<file path="config.mk">
export PLATFORM = sky130hd
export DESIGN_NAME = nfcp_top
export DESIGN_NICKNAME = d
export VERILOG_FILES = /design/src/rtl/nfcp_sync.v /design/src/rtl/nfcp_buf2.v /design/src/rtl/nfcp_top.v
export VERILOG_INCLUDE_DIRS = /design/src /design/src/rtl
export SDC_FILE = /design/constraint.sdc
export NUM_CORES = 1
export LEC_CHECK = 0
export BUFFER_PORTS_ARGS = -buffer_cell sky130_fd_sc_hd__buf_2
export CAP_MARGIN = 20
export CORE_MARGIN = 3
export CORE_UTILIZATION = 63
export CTS_BUF_LIST = sky130_fd_sc_hd__clkbuf_2
export CTS_CLUSTER_SIZE = 25
export DETAILED_ROUTE_END_ITERATION = 7
export PLACE_DENSITY = 0.89
export SETUP_SLACK_MARGIN = 0.1
export SYNTH_ARGS = -nofsm -noshare
export SYNTH_HDL_FRONTEND = slang
export SYNTH_SLANG_ARGS = --single-unit
export TNS_END_PERCENT = 30
</file>
<file path="constraint.sdc">
create_clock -name CLOCK -period 6.2 [get_ports CLOCK]
set_input_delay 1.24 -clock CLOCK [delete_from_list [all_inputs] [get_ports CLOCK]]
set_output_delay 1.24 -clock CLOCK [all_outputs]
set_load 0.01 [all_outputs]
</file>
<file path="src/rtl/nfcp_map.vh">
// constants for the flash channel port: command codes and strobe timing
`ifndef NFCP_MAP_VH
`define NFCP_MAP_VH

// ************************************************************
// command codes on the user command port
// ************************************************************
`define NFCP_TYPE_CMD 2'h0
`define NFCP_TYPE_ADDR 2'h1
`define NFCP_TYPE_WDATA 2'h2
`define NFCP_TYPE_READ 2'h3

// ************************************************************
// geometry
// ************************************************************
`define NFCP_CHANNELS 8
`define NFCP_BANKS 16
`define NFCP_BANK_BITS 4
`define NFCP_SYNC_STAGES 2

// ************************************************************
// timing, in ns, and derived cycle counts (least times round up)
// ************************************************************
`define NFCP_CLK_NS 8
`define NFCP_T_WE_LOW_NS 25
`define NFCP_T_WE_HIGH_NS 15
`define NFCP_T_READ_ACCESS_NS 20
`define NFCP_T_RE_HIGH_NS 15
`define NFCP_WE_LOW_CYC ((`NFCP_T_WE_LOW_NS + `NFCP_CLK_NS - 1) / `NFCP_CLK_NS)
`define NFCP_WE_HIGH_CYC ((`NFCP_T_WE_HIGH_NS + `NFCP_CLK_NS - 1) / `NFCP_CLK_NS)
`define NFCP_READ_ACCESS_CYC ((`NFCP_T_READ_ACCESS_NS + `NFCP_CLK_NS - 1) / `NFCP_CLK_NS)
`define NFCP_RE_HIGH_CYC ((`NFCP_T_RE_HIGH_NS + `NFCP_CLK_NS - 1) / `NFCP_CLK_NS)

`endif

</file>
<file path="src/rtl/nfcp_sync.v">
// two-flop synchroniser for pin inputs
`timescale 1ns/1ps

module nfcp_sync #(
	parameter WIDTH = 8
) (
	input wire clk, // system clock
	input wire rst_n, // synchronous reset, active low
	input wire [WIDTH-1:0] d, // asynchronous input
	output wire [WIDTH-1:0] q // synchronised output
);

	reg [WIDTH-1:0] meta_reg;
	reg [WIDTH-1:0] sync_reg;

	// meta_reg is read by sync_reg only
	always @(posedge clk) begin
		if (!rst_n) begin
			meta_reg <= {WIDTH{1'b0}};
			sync_reg <= {WIDTH{1'b0}};
		end else begin
			meta_reg <= d;
			sync_reg <= meta_reg;
		end
	end

	assign q = sync_reg;

endmodule // nfcp_sync

</file>
<file path="src/rtl/nfcp_buf2.v">
// two-entry valid/ready buffer for captured read bytes
`timescale 1ns/1ps

module nfcp_buf2 #(
	parameter WIDTH = 8
) (
	input wire clk, // system clock
	input wire rst_n, // synchronous reset, active low
	input wire in_valid, // push request
	output wire in_ready, // not full
	input wire [WIDTH-1:0] in_data, // pushed word
	output wire out_valid, // not empty
	input wire out_ready, // pop request
	output wire [WIDTH-1:0] out_data // head word
);

	reg [WIDTH-1:0] mem_reg [0:1];
	reg wr_ptr_reg;
	reg rd_ptr_reg;
	reg [1:0] count_reg;
	wire push;
	wire pop;

	assign push = in_valid && (count_reg != 2'h2);
	assign pop = out_ready && (count_reg != 2'h0);
	assign in_ready = (count_reg != 2'h2);
	assign out_valid = (count_reg != 2'h0);
	assign out_data = mem_reg[rd_ptr_reg];

	always @(posedge clk) begin
		if (push) begin
			mem_reg[wr_ptr_reg] <= in_data;
		end
	end

	always @(posedge clk) begin
		if (!rst_n) begin
			wr_ptr_reg <= 1'b0;
			rd_ptr_reg <= 1'b0;
			count_reg <= 2'h0;
		end else begin
			if (push) begin
				wr_ptr_reg <= ~wr_ptr_reg;
			end
			if (pop) begin
				rd_ptr_reg <= ~rd_ptr_reg;
			end
			if (push && !pop) begin
				count_reg <= count_reg + 2'h1;
			end else if (pop && !push) begin
				count_reg <= count_reg - 2'h1;
			end
		end
	end

endmodule // nfcp_buf2

</file>
<file path="src/rtl/nfcp_top.v">
// eight-channel raw flash port: command, address, write and read byte sequencers
`timescale 1ns/1ps
`include "nfcp_map.vh"

// Functional notes
// eight channels, each with an 8-bit two-way data bus
// each channel drives its own active-low write strobe
// byte on the bus stays stable across the write strobe rising edge
// address cycles hold address latch enable high through the write strobe
// address latch enable opens the path to flash address registers
// command cycles hold command latch enable high through the write strobe
// flash drives the bus while the read strobe is low
// read data sampled no earlier than the read access delay after strobe falls
// sixteen active-low bank selects, one per flash target
// busy flash ignores its bank select going high
// global reset low resets every sequencer and its strobes
// never both latch enables together; both low while idle
module nfcp_top #(
	parameter WE_LOW_CYC = `NFCP_WE_LOW_CYC,
	parameter WE_HIGH_CYC = `NFCP_WE_HIGH_CYC,
	parameter READ_ACCESS_CYC = `NFCP_READ_ACCESS_CYC,
	parameter RE_HIGH_CYC = `NFCP_RE_HIGH_CYC
) (
	input wire CLOCK, // system clock, 125 MHz
	input wire RESET_N, // global reset, synchronous, active low
	input wire [7:0] CMD_VALID, // per channel: request present
	output wire [7:0] CMD_READY, // per channel: request taken when valid
	input wire [15:0] CMD_TYPE, // per channel 2 bits: cmd, addr, write data, read
	input wire [63:0] CMD_DATA, // per channel byte to write
	input wire [31:0] CMD_BANK, // per channel 4-bit target bank
	output wire [7:0] RD_VALID, // per channel: read byte available
	input wire [7:0] RD_READY, // per channel: read byte consumed
	output wire [63:0] RD_DATA, // per channel read byte
	input wire [63:0] FL_DQ_IN, // flash data bus, pad input
	output wire [63:0] FL_DQ_OUT, // flash data bus, pad output
	output wire [7:0] FL_DQ_OE, // flash data bus drive enable, high drives
	output wire [7:0] FL_WE_N, // write strobe, active low
	output wire [7:0] FL_RE_N, // read strobe, active low
	output wire [7:0] FL_ALE, // address latch enable
	output wire [7:0] FL_CLE, // command latch enable
	output wire [15:0] BANK_SELECT_N // bank selects, active low
);

	// ************************************************************
	// states and helpers
	// ************************************************************
	localparam [5:0] S_IDLE = 6'h01;
	localparam [5:0] S_SETUP = 6'h02;
	localparam [5:0] S_WLOW = 6'h04;
	localparam [5:0] S_WHIGH = 6'h08;
	localparam [5:0] S_RLOW = 6'h10;
	localparam [5:0] S_RHIGH = 6'h20;

	localparam [3:0] WE_LOW_LOAD = WE_LOW_CYC[3:0] - 4'h1;
	localparam [3:0] WE_HIGH_LOAD = WE_HIGH_CYC[3:0] - 4'h1;
	// sampling waits out the access delay plus the pad synchroniser
	localparam [3:0] READ_LOAD = READ_ACCESS_CYC[3:0] + 4'h1;
	localparam [3:0] RE_HIGH_LOAD = RE_HIGH_CYC[3:0] - 4'h1;

	function [15:0] bank_decode;
		input [3:0] bank;
		begin
			bank_decode = 16'h0001 << bank;
		end
	endfunction

	wire [15:0] chan_active;
	wire [63:0] chan_bank;
	reg [15:0] bank_sel_n_reg;

	// ************************************************************
	// per-channel sequencers
	// ************************************************************
	genvar i;
	generate
		for (i = 0; i < `NFCP_CHANNELS; i = i + 1) begin : g_chan
			reg [5:0] state_reg;
			reg [3:0] cnt_reg;
			reg cmd_ready_reg;
			reg [1:0] type_reg;
			reg [7:0] dq_out_reg;
			reg dq_oe_reg;
			reg we_n_reg;
			reg re_n_reg;
			reg ale_reg;
			reg cle_reg;
			reg active_reg;
			reg [3:0] bank_reg;
			wire [7:0] dq_sync;
			wire buf_in_ready;
			wire push;
			wire accept;
			wire [1:0] req_type;

			assign req_type = CMD_TYPE[2*i+1:2*i];
			assign accept = CMD_VALID[i] && cmd_ready_reg;
			assign push = state_reg[4] && (cnt_reg == 4'h0);

			nfcp_sync #(
				.WIDTH(8)
			) u_sync (
				.clk(CLOCK),
				.rst_n(RESET_N),
				.d(FL_DQ_IN[8*i+7:8*i]),
				.q(dq_sync)
			);

			// the buffer absorbs a stall on the read side; a read is only taken when it
			// has room, so a captured byte never has to wait
			nfcp_buf2 #(
				.WIDTH(8)
			) u_buf (
				.clk(CLOCK),
				.rst_n(RESET_N),
				.in_valid(push),
				.in_ready(buf_in_ready),
				.in_data(dq_sync),
				.out_valid(RD_VALID[i]),
				.out_ready(RD_READY[i]),
				.out_data(RD_DATA[8*i+7:8*i])
			);

			always @(posedge CLOCK) begin
				if (!RESET_N) begin
					state_reg <= S_IDLE;
					cnt_reg <= 4'h0;
					cmd_ready_reg <= 1'b0;
					type_reg <= `NFCP_TYPE_CMD;
					dq_out_reg <= 8'h00;
					dq_oe_reg <= 1'b0;
					we_n_reg <= 1'b1;
					re_n_reg <= 1'b1;
					ale_reg <= 1'b0;
					cle_reg <= 1'b0;
					active_reg <= 1'b0;
					bank_reg <= 4'h0;
				end else begin
					case (state_reg)
						S_IDLE: begin
							// idle readiness also needs buffer room; room can only grow here
							cmd_ready_reg <= buf_in_ready;
							if (accept) begin
								cmd_ready_reg <= 1'b0;
								type_reg <= req_type;
								bank_reg <= CMD_BANK[4*i+3:4*i];
								active_reg <= 1'b1;
								state_reg <= S_SETUP;
								if (req_type == `NFCP_TYPE_READ) begin
									dq_oe_reg <= 1'b0;
								end else begin
									dq_out_reg <= CMD_DATA[8*i+7:8*i];
									dq_oe_reg <= 1'b1;
								end
								ale_reg <= (req_type == `NFCP_TYPE_ADDR);
								cle_reg <= (req_type == `NFCP_TYPE_CMD);
							end
						end
						S_SETUP: begin
							// one cycle lets the latch enables settle first; the bank select falls on the same edge as the strobe
							if (type_reg == `NFCP_TYPE_READ) begin
								re_n_reg <= 1'b0;
								cnt_reg <= READ_LOAD;
								state_reg <= S_RLOW;
							end else begin
								we_n_reg <= 1'b0;
								cnt_reg <= WE_LOW_LOAD;
								state_reg <= S_WLOW;
							end
						end
						S_WLOW: begin
							if (cnt_reg == 4'h0) begin
								we_n_reg <= 1'b1;
								cnt_reg <= WE_HIGH_LOAD;
								state_reg <= S_WHIGH;
							end else begin
								cnt_reg <= cnt_reg - 4'h1;
							end
						end
						S_WHIGH: begin
							// byte and latch enables held after the rising edge
							if (cnt_reg == 4'h0) begin
								dq_oe_reg <= 1'b0;
								ale_reg <= 1'b0;
								cle_reg <= 1'b0;
								active_reg <= 1'b0;
								state_reg <= S_IDLE;
							end else begin
								cnt_reg <= cnt_reg - 4'h1;
							end
						end
						S_RLOW: begin
							if (cnt_reg == 4'h0) begin
								re_n_reg <= 1'b1;
								cnt_reg <= RE_HIGH_LOAD;
								state_reg <= S_RHIGH;
							end else begin
								cnt_reg <= cnt_reg - 4'h1;
							end
						end
						S_RHIGH: begin
							if (cnt_reg == 4'h0) begin
								active_reg <= 1'b0;
								state_reg <= S_IDLE;
							end else begin
								cnt_reg <= cnt_reg - 4'h1;
							end
						end
						default: begin
							state_reg <= S_IDLE;
							we_n_reg <= 1'b1;
							re_n_reg <= 1'b1;
							ale_reg <= 1'b0;
							cle_reg <= 1'b0;
							dq_oe_reg <= 1'b0;
							active_reg <= 1'b0;
						end
					endcase
				end
			end

			assign CMD_READY[i] = cmd_ready_reg;
			assign FL_DQ_OUT[8*i+7:8*i] = dq_out_reg;
			assign FL_DQ_OE[i] = dq_oe_reg;
			assign FL_WE_N[i] = we_n_reg;
			assign FL_RE_N[i] = re_n_reg;
			assign FL_ALE[i] = ale_reg;
			assign FL_CLE[i] = cle_reg;
			assign chan_active[i] = active_reg;
			assign chan_bank[4*i+3:4*i] = bank_reg;
		end
		for (i = `NFCP_CHANNELS; i < 16; i = i + 1) begin : g_pad
			assign chan_active[i] = 1'b0;
			assign chan_bank[4*i+3:4*i] = 4'h0;
		end
	endgenerate

	// ************************************************************
	// bank selects
	// ************************************************************
	// a bank is selected while any channel works on it; two channels aimed at one
	// bank are not arbitrated here, the firmware must keep them apart
	reg [15:0] sel_any;
	integer k;
	always @* begin
		sel_any = 16'h0000;
		for (k = 0; k < `NFCP_CHANNELS; k = k + 1) begin
			if (chan_active[k]) begin
				sel_any = sel_any | bank_decode(chan_bank[4*k+:4]);
			end
		end
	end

	always @(posedge CLOCK) begin
		if (!RESET_N) begin
			bank_sel_n_reg <= 16'hffff;
		end else begin
			bank_sel_n_reg <= ~sel_any;
		end
	end

	// a busy target ignores the select going high, so release after a
	// program byte is safe without waiting for the operation to end
	assign BANK_SELECT_N = bank_sel_n_reg;

endmodule // nfcp_top

</file>
==> summary.txt, run 1 <==
Place
  • Port Buffers: 393
  • Gpl congestion: 0.939
  • Placed cell area: approximately 0.025 mm²
  • DP Wirelength: 42.9 mm
  • DP Worst Slack: 3040 ps

Power and ir drop
  • Peak VDD IR: 0.000226 V
  • Power Density: 302 mW/mm²
  • Pwr Total: 8.01 mW
  • Static leakage: 11.2 nW

Logic synthesis
  • Cell taking the most area after synthesis: dfxtp_1
  • Mapped Avg Cell Area: 9.97 µm²
  • Netlist cell types: 85
  • Post-synth top flop: dfxtp_1
  • Number of synthesized flops with an enable pin: around 130
  • Synthesized area: between 0.02 and 0.025 mm²
  • Synth Register Bits: 560
  • Most frequent cells after synthesis: dfxtp_1, nand2_1, nor2_1
  • Top cell type's share of synthesized area: 0.368
  • Cells after Synth: 2359
  • Syn_nets: 2575
  • Synth top area cells: dfxtp_1, edfxtp_1, and2_1
  • Async SR Flop Fraction: 0
  • Sequential cell area fraction in the yosys report: 0.531
  • Most frequent cell after synthesis: dfxtp_1
  • Ys Warns: 0

Worst setup path
  • Critical path's largest stage delay: 570 ps
  • Critical path, cell by cell: mux2_2, buf_2
  • Crit path max fanout: 8
  • CP Class: flip-flop to output pin
  • Crit. End Element: output pin
  • Required time of the critical path: 4960 ps
  • Critical path arrival: 2180 ps
  • CP Launch Type: flip-flop
  • Slowest CP cell: dfxtp_1

Timing
  • Slew Viols, Final: 0
  • Measured slew at the worst slew-check pin: 1020 ps
  • Post-route setup slack: 2780 ps
  • Setup TNS: 0 ps
  • RSZ-0062 raised after global routing: no
  • Crit path time final: 3420 ps
  • Clk_skew: 75.4 ps
  • Rel. slew slack: 0.314
  • Final hold violation count: 0
  • Max Clk Rate: 0.293 GHz
  • Setup violators final: 0
  • Hold WS: roughly 380 ps
  • Tcrit/Tclk final: 0.551

Die
  • Core area: 0.0367 mm²
  • Die Area: a little under 0.04 mm²
  • Core Rows: 70
  • I/O pins: slightly below 400
  • Starting Density: 0.641
  • DIE WIDTH: 199 µm
  • Chip Height: roughly 200 µm

CTS
  • Total CTS buffers: 136
  • TritonCTS clock tree: built
  • Clk Latency, worst-skew pair: 1070 ps
  • Clock sinks: 560
  • CTS H-Tree Depth: 4
  • Clock root cell: clkbuf_2
  • Clock Pin Slew Worst Setup and Hold Paths: 100 ps
  • PostCTS Resize Cnt: 0
  • Clock Tree Buf Depth: 3
  • Post-CTS Setup Bufs: 0
  • CTS hold repair buffers: 0

Final layout
  • Number of fill cells: between 2000 and 3000
  • Share of cells above drive strength 1: 0.268
  • Area grow syn2layout: 12.7%
  • Final #Nets: 2934
  • Max reg flops: 128
  • Final Cell Area: 0.0265 mm²

Drt
  • Via density: 5.85
  • Initial drt markers: around 1600
  • Final WL: ~60 mm
  • Detail Route Antenna Nets: 0
  • Drt drc: 2
  • DR pass1 iterations: 8
  • WL per Instance: 18.1 µm
  • Via count: 19260

GRT
  • Largest net degree at the start of global routing: 90
  • Initial antenna violation count: 6
  • First-pass GRT wire length: 93.2 mm
  • GR Overflow Total: 0
  • Vias in the first global route: 18680
  • Global Route Usage Sum: 0.291

Run
  • Max-cap violations: 0

Hold path
  • Worst min path class: input pin to flip-flop

Outcome
  • Violated checks: design-rule violations
  • Outcome: complete, but fails checks
layout make-up:
type                    count  area, µm²  share of cell area
well taps                 468        586              0.0221
diodes                      6       15.0            0.000566
multi-input cells        1566       9920               0.374
flip-flops and latches    560      12500               0.471
clock inverters            28        223             0.00840
repair buffers            401       2030              0.0767
clock buffers             209       1050              0.0394
inverters                  53        204             0.00769
stage by stage:
step | instances | utilization
after global routing | 3290 | 0.723
after global placement | 3048 | 0.688
final | 3291 | 0.723
after floorplan | 2359 | -
after CTS | 3285 | 0.722
after detailed placement | 3048 | 0.688
per-layer routing:
layer / GRT usage / part of all wire
met1: 0.351 / 0.40
met2: 0.502 / 0.50
met3: 0.0693 / 0.072
met4: 0.119 / 0.028
met5: 0 / 0.00022
cell usage in the layout, fill, tap and decap left out, types with 14 or more instances in the layout:
cell,n
nand2b_1,39
o22ai_1,68
a21oi_1,138
buf_2,392
xnor2_1,14
clkinv_1,16
inv_1,52
or2_2,20
edfxtp_1,128
or3_1,20
clkbuf_2,209
nor3b_1,15
nor3_1,36
o41ai_1,16
nand3_1,91
o211ai_1,27
mux2i_1,78
nor2b_1,16
mux2_2,65
nand2_1,193
dfxtp_1,432
o21ai_0,82
nor2_1,190
nand3b_1,22
or4_1,17
ha_1,22
xor2_1,48
or3b_2,15
and2_1,135
o21a_1,19
worst max-delay path: cells and delay by family, from the launching register on:
| family | cells | cell delay [ps] |
|---|---|---|
| buffers and inverters | 1 | 140 |
| muxes | 1 | 400 |
| DFF | 1 | 570 |
cells by family (layout without fill, tap and decap cells):
family | after synthesis | count (layout) | share of synthesized area
xor gates and xnor gates | 62 | 62 | 0.0231
DFF | 560 | 560 | 0.531
adders and majority gates | 22 | 22 | 0.0117
and+or+nand+nor | 874 | 874 | 0.195
buffers and inverters | 233 | 691 | 0.0475
AOI/OAI and AO/OA | 465 | 465 | 0.128
muxes | 143 | 143 | 0.0643
other | 0 | 6 | 0
worst paths after layout:
check | from | end | slack [ps] | cells after the start
min | FL_DQ_IN[47] | g_chan[5].u_sync.meta_reg[7] | 380 | 2
max | flip-flop | RD_DATA[44] | 2780 | 2
max reg2reg | g_chan[5].cnt_reg[1] | g_chan[5].u_buf.mem_reg[1][4] | 3290 | 5
min reg2reg | g_chan[1].u_sync.q[3] | g_chan[1].u_buf.mem_reg[1][3] | 420 | 0
where the power goes:
group	internal (mW)	leakage, nW	switching (mW)
Clock	1.02	0.970	1.43
Sequential	3.95	4.70	0.235
Combinational	0.577	5.49	0.803
(Power assumes the default switching activity.)
==> run 2: changes to the inputs <==
--- a/config.mk
+++ b/config.mk
@@ -9,11 +9,11 @@
 export BUFFER_PORTS_ARGS = -buffer_cell sky130_fd_sc_hd__buf_2
 export CAP_MARGIN = 20
 export CORE_MARGIN = 3
-export CORE_UTILIZATION = 63
+export CORE_UTILIZATION = 53
 export CTS_BUF_LIST = sky130_fd_sc_hd__clkbuf_2
 export CTS_CLUSTER_SIZE = 25
 export DETAILED_ROUTE_END_ITERATION = 7
-export PLACE_DENSITY = 0.89
+export PLACE_DENSITY = 0.8
 export SETUP_SLACK_MARGIN = 0.1
 export SYNTH_ARGS = -nofsm -noshare
 export SYNTH_HDL_FRONTEND = slang
==> constraint.sdc (replaced) <==
create_clock -name CLOCK -period 3 [get_ports CLOCK]
set_input_delay 0.6 -clock CLOCK [delete_from_list [all_inputs] [get_ports CLOCK]]
set_output_delay 0.6 -clock CLOCK [all_outputs]
set_load 0.01 [all_outputs]
==> run 2 against run 1 <==
The flow now finishes without violations. Final cell count increased by 18%. Via count increased by 16%. Sequential cell count unchanged. Design area increased by 20%. Routed wire length increased by 35%. Global-route usage increased by 3.8 points. Clock skew increased by 38 ps. Die area increased by 18%. Combinational power increased to 2.6 times the previous value. Non-clock buffer count increased by 443. First-iteration DRC count increased by 14%. Critical endpoint is now RD_DATA[52].
==> summary.txt, run 2 (same netlist as run 1, synthesis figures left out) <==
Hold path
  • Worst min path class: input pin to flip-flop
  • Worst Hold Depth: 4

Drt
  • Detail Route Antenna Nets: 0
  • Via count: 22262
  • WL met3: 6.39 mm
  • Uppermost layer routed: met5
  • DR pass1 iterations: 6
  • Final WL: between 80 and 90 mm
  • Drt drc: 0
  • Routed met2 length: 39.8 mm
  • Initial drt markers: roughly 1900
  • WL per Instance: 20.8 µm
  • M1 WL: between 20 and 30 mm
  • Via density: 5.75

GRT
  • Initial antenna violation count: 18
  • Global Route Usage Sum: 0.329
  • Largest net degree at the start of global routing: 80
  • First-pass GRT wire length: 122 mm
  • GR Overflow Total: 0
  • Vias in the first global route: 22988

Outcome
  • Outcome: completed

Timing
  • Crit path time final: 2880 ps
  • Clk_skew: 113 ps
  • Setup violators final: 0
  • RSZ-0062 raised after global routing: yes
  • Tcrit/Tclk final: 0.961
  • Max Clk Rate: 0.347 GHz
  • Measured slew at the worst slew-check pin: 1040 ps
  • Rel. slew slack: 0.303
  • Final hold violation count: 0
  • Slew Viols, Final: 0

Die
  • Core area: 0.0435 mm²
  • Die Area: between 0.04 and 0.05 mm²
  • I/O pins: 394
  • Core Rows: 76
  • Starting Density: 0.541
  • Chip Height: 217 µm
  • DIE WIDTH: between 200 and 250 µm

Worst setup path
  • Reg2Reg Setup Slack: 140 ps
  • R2R Path Start: g_chan[6].state_reg[3]
  • Critical path, cell by cell: mux2_4, buf_6
  • CP Class: flip-flop to output pin
  • Required time of the critical path: 2400 ps
  • Worst reg2reg endpoint: g_chan[6].dq_out_reg[7]
  • Critical path's largest stage delay: approximately 490 ps
  • Critical path arrival: 2280 ps
  • Worst setup path endpoint: RD_DATA[52]
  • CP Launch Type: flip-flop
  • R2R cell count: 7
  • Crit. End Element: output pin
  • Crit path max fanout: 8
  • Slowest CP cell: dfxtp_4

Power and ir drop
  • Power Density: 566 mW/mm²
  • Static leakage: approximately 13 nW
  • Peak VDD IR: 0.000611 V

Run
  • Max-cap violations: 0

Final layout
  • Share of cells above drive strength 1: 0.244
  • Final cell count without fillers: about 3900
  • Final #Nets: 3382
  • Area grow syn2layout: 34.8%
  • Max reg flops: 128
  • Commonest cells after routing, fill and taps aside: dlygate4sd3_1, dfxtp_1, buf_2
  • Final core occ: 0.730
  • Leading cell type in the layout, fill and taps excluded: dlygate4sd3_1

Place
  • DP Wirelength: between 40 and 50 mm
  • Port Buffers: approximately 390
  • Gpl congestion: 0.917
  • Post-placement cell count: 3186

CTS
  • Clock sinks: 560
  • Clock Tree Buf Depth: 3
  • CTS H-Tree Depth: 4
  • Clock Pin Slew Worst Setup and Hold Paths: 120 ps
  • Post-CTS Setup Bufs: 0
  • TritonCTS clock tree: built
  • Clk Latency, worst-skew pair: 1350 ps
  • Total CTS buffers: 141
  • Clock root cell: clkbuf_2
==> run 2: final cells by class <==
cell class	instances	area, µm²
Timing Repair Buffer	844	6720
Tap cell	585	732
Multi-Input combinational cell	1566	10200
Fill cell	2839	11700
Sequential cell	560	12500
Inverter	53	206
Antenna cell	18	45.0
Clock buffer	205	1030
Clock inverter	41	307
==> run 2: stage by stage <==
stage	TNS [ps]	hold WS [ps]	power (mW)	area [µm²]	setup WS, ps
after global placement	0	404	11.5	25600	386
after CTS	0	0.976	17.4	31300	26.7
after global routing	-19.5	13.0	18.7	31700	-8.10
after floorplan	0	404	10.8	23500	862
final	0	72.2	18.0	31700	117
after detailed placement	0	411	11.6	25600	333
==> run 2: worst min path at each step <==
stage                           from  slack (ps)                       endpoint
6_report                CMD_BANK[26]          70          g_chan[6].bank_reg[2]
5_1_grt                 CMD_BANK[26]          10          g_chan[6].bank_reg[2]
4_1_cts                 CMD_DATA[19]           1        g_chan[2].dq_out_reg[3]
3_5_place_dp   g_chan[6].u_sync.q[6]         410  g_chan[6].u_buf.mem_reg[0][6]
3_3_place_gp   g_chan[2].u_sync.q[1]         400  g_chan[2].u_buf.mem_reg[1][1]
2_1_floorplan  g_chan[0].u_sync.q[0]         400  g_chan[0].u_buf.mem_reg[0][0]
==> run 2: routing by layer <==
metal  global-route usage  vias to the layer above
li1                     -                    10048
met1                0.362                    10470
met2                0.555                     1299
met3               0.0857                      437
met4                0.229                        8
met5                    0                        -
==> run 2: critical path, delay by kind of cell, from the launching register on <==
family,cells,cell delay (ps)
multiplexers,1,350
buffers and inverters,1,130
flip-flops,1,490
==> run 2: where the power goes <==
part	internal [mW]	switching (mW)
Clock	2.19	3.43
Sequential	8.17	0.531
Combinational	1.72	1.92
==> run 2: repair_timing <==
action / in CTS / in global routing
setup endpoints to repair: 64 / 78
hold buffers: 421 / 1
endpoints found under the hold margin: 365 / 1
gates resized for setup: 52 / 85
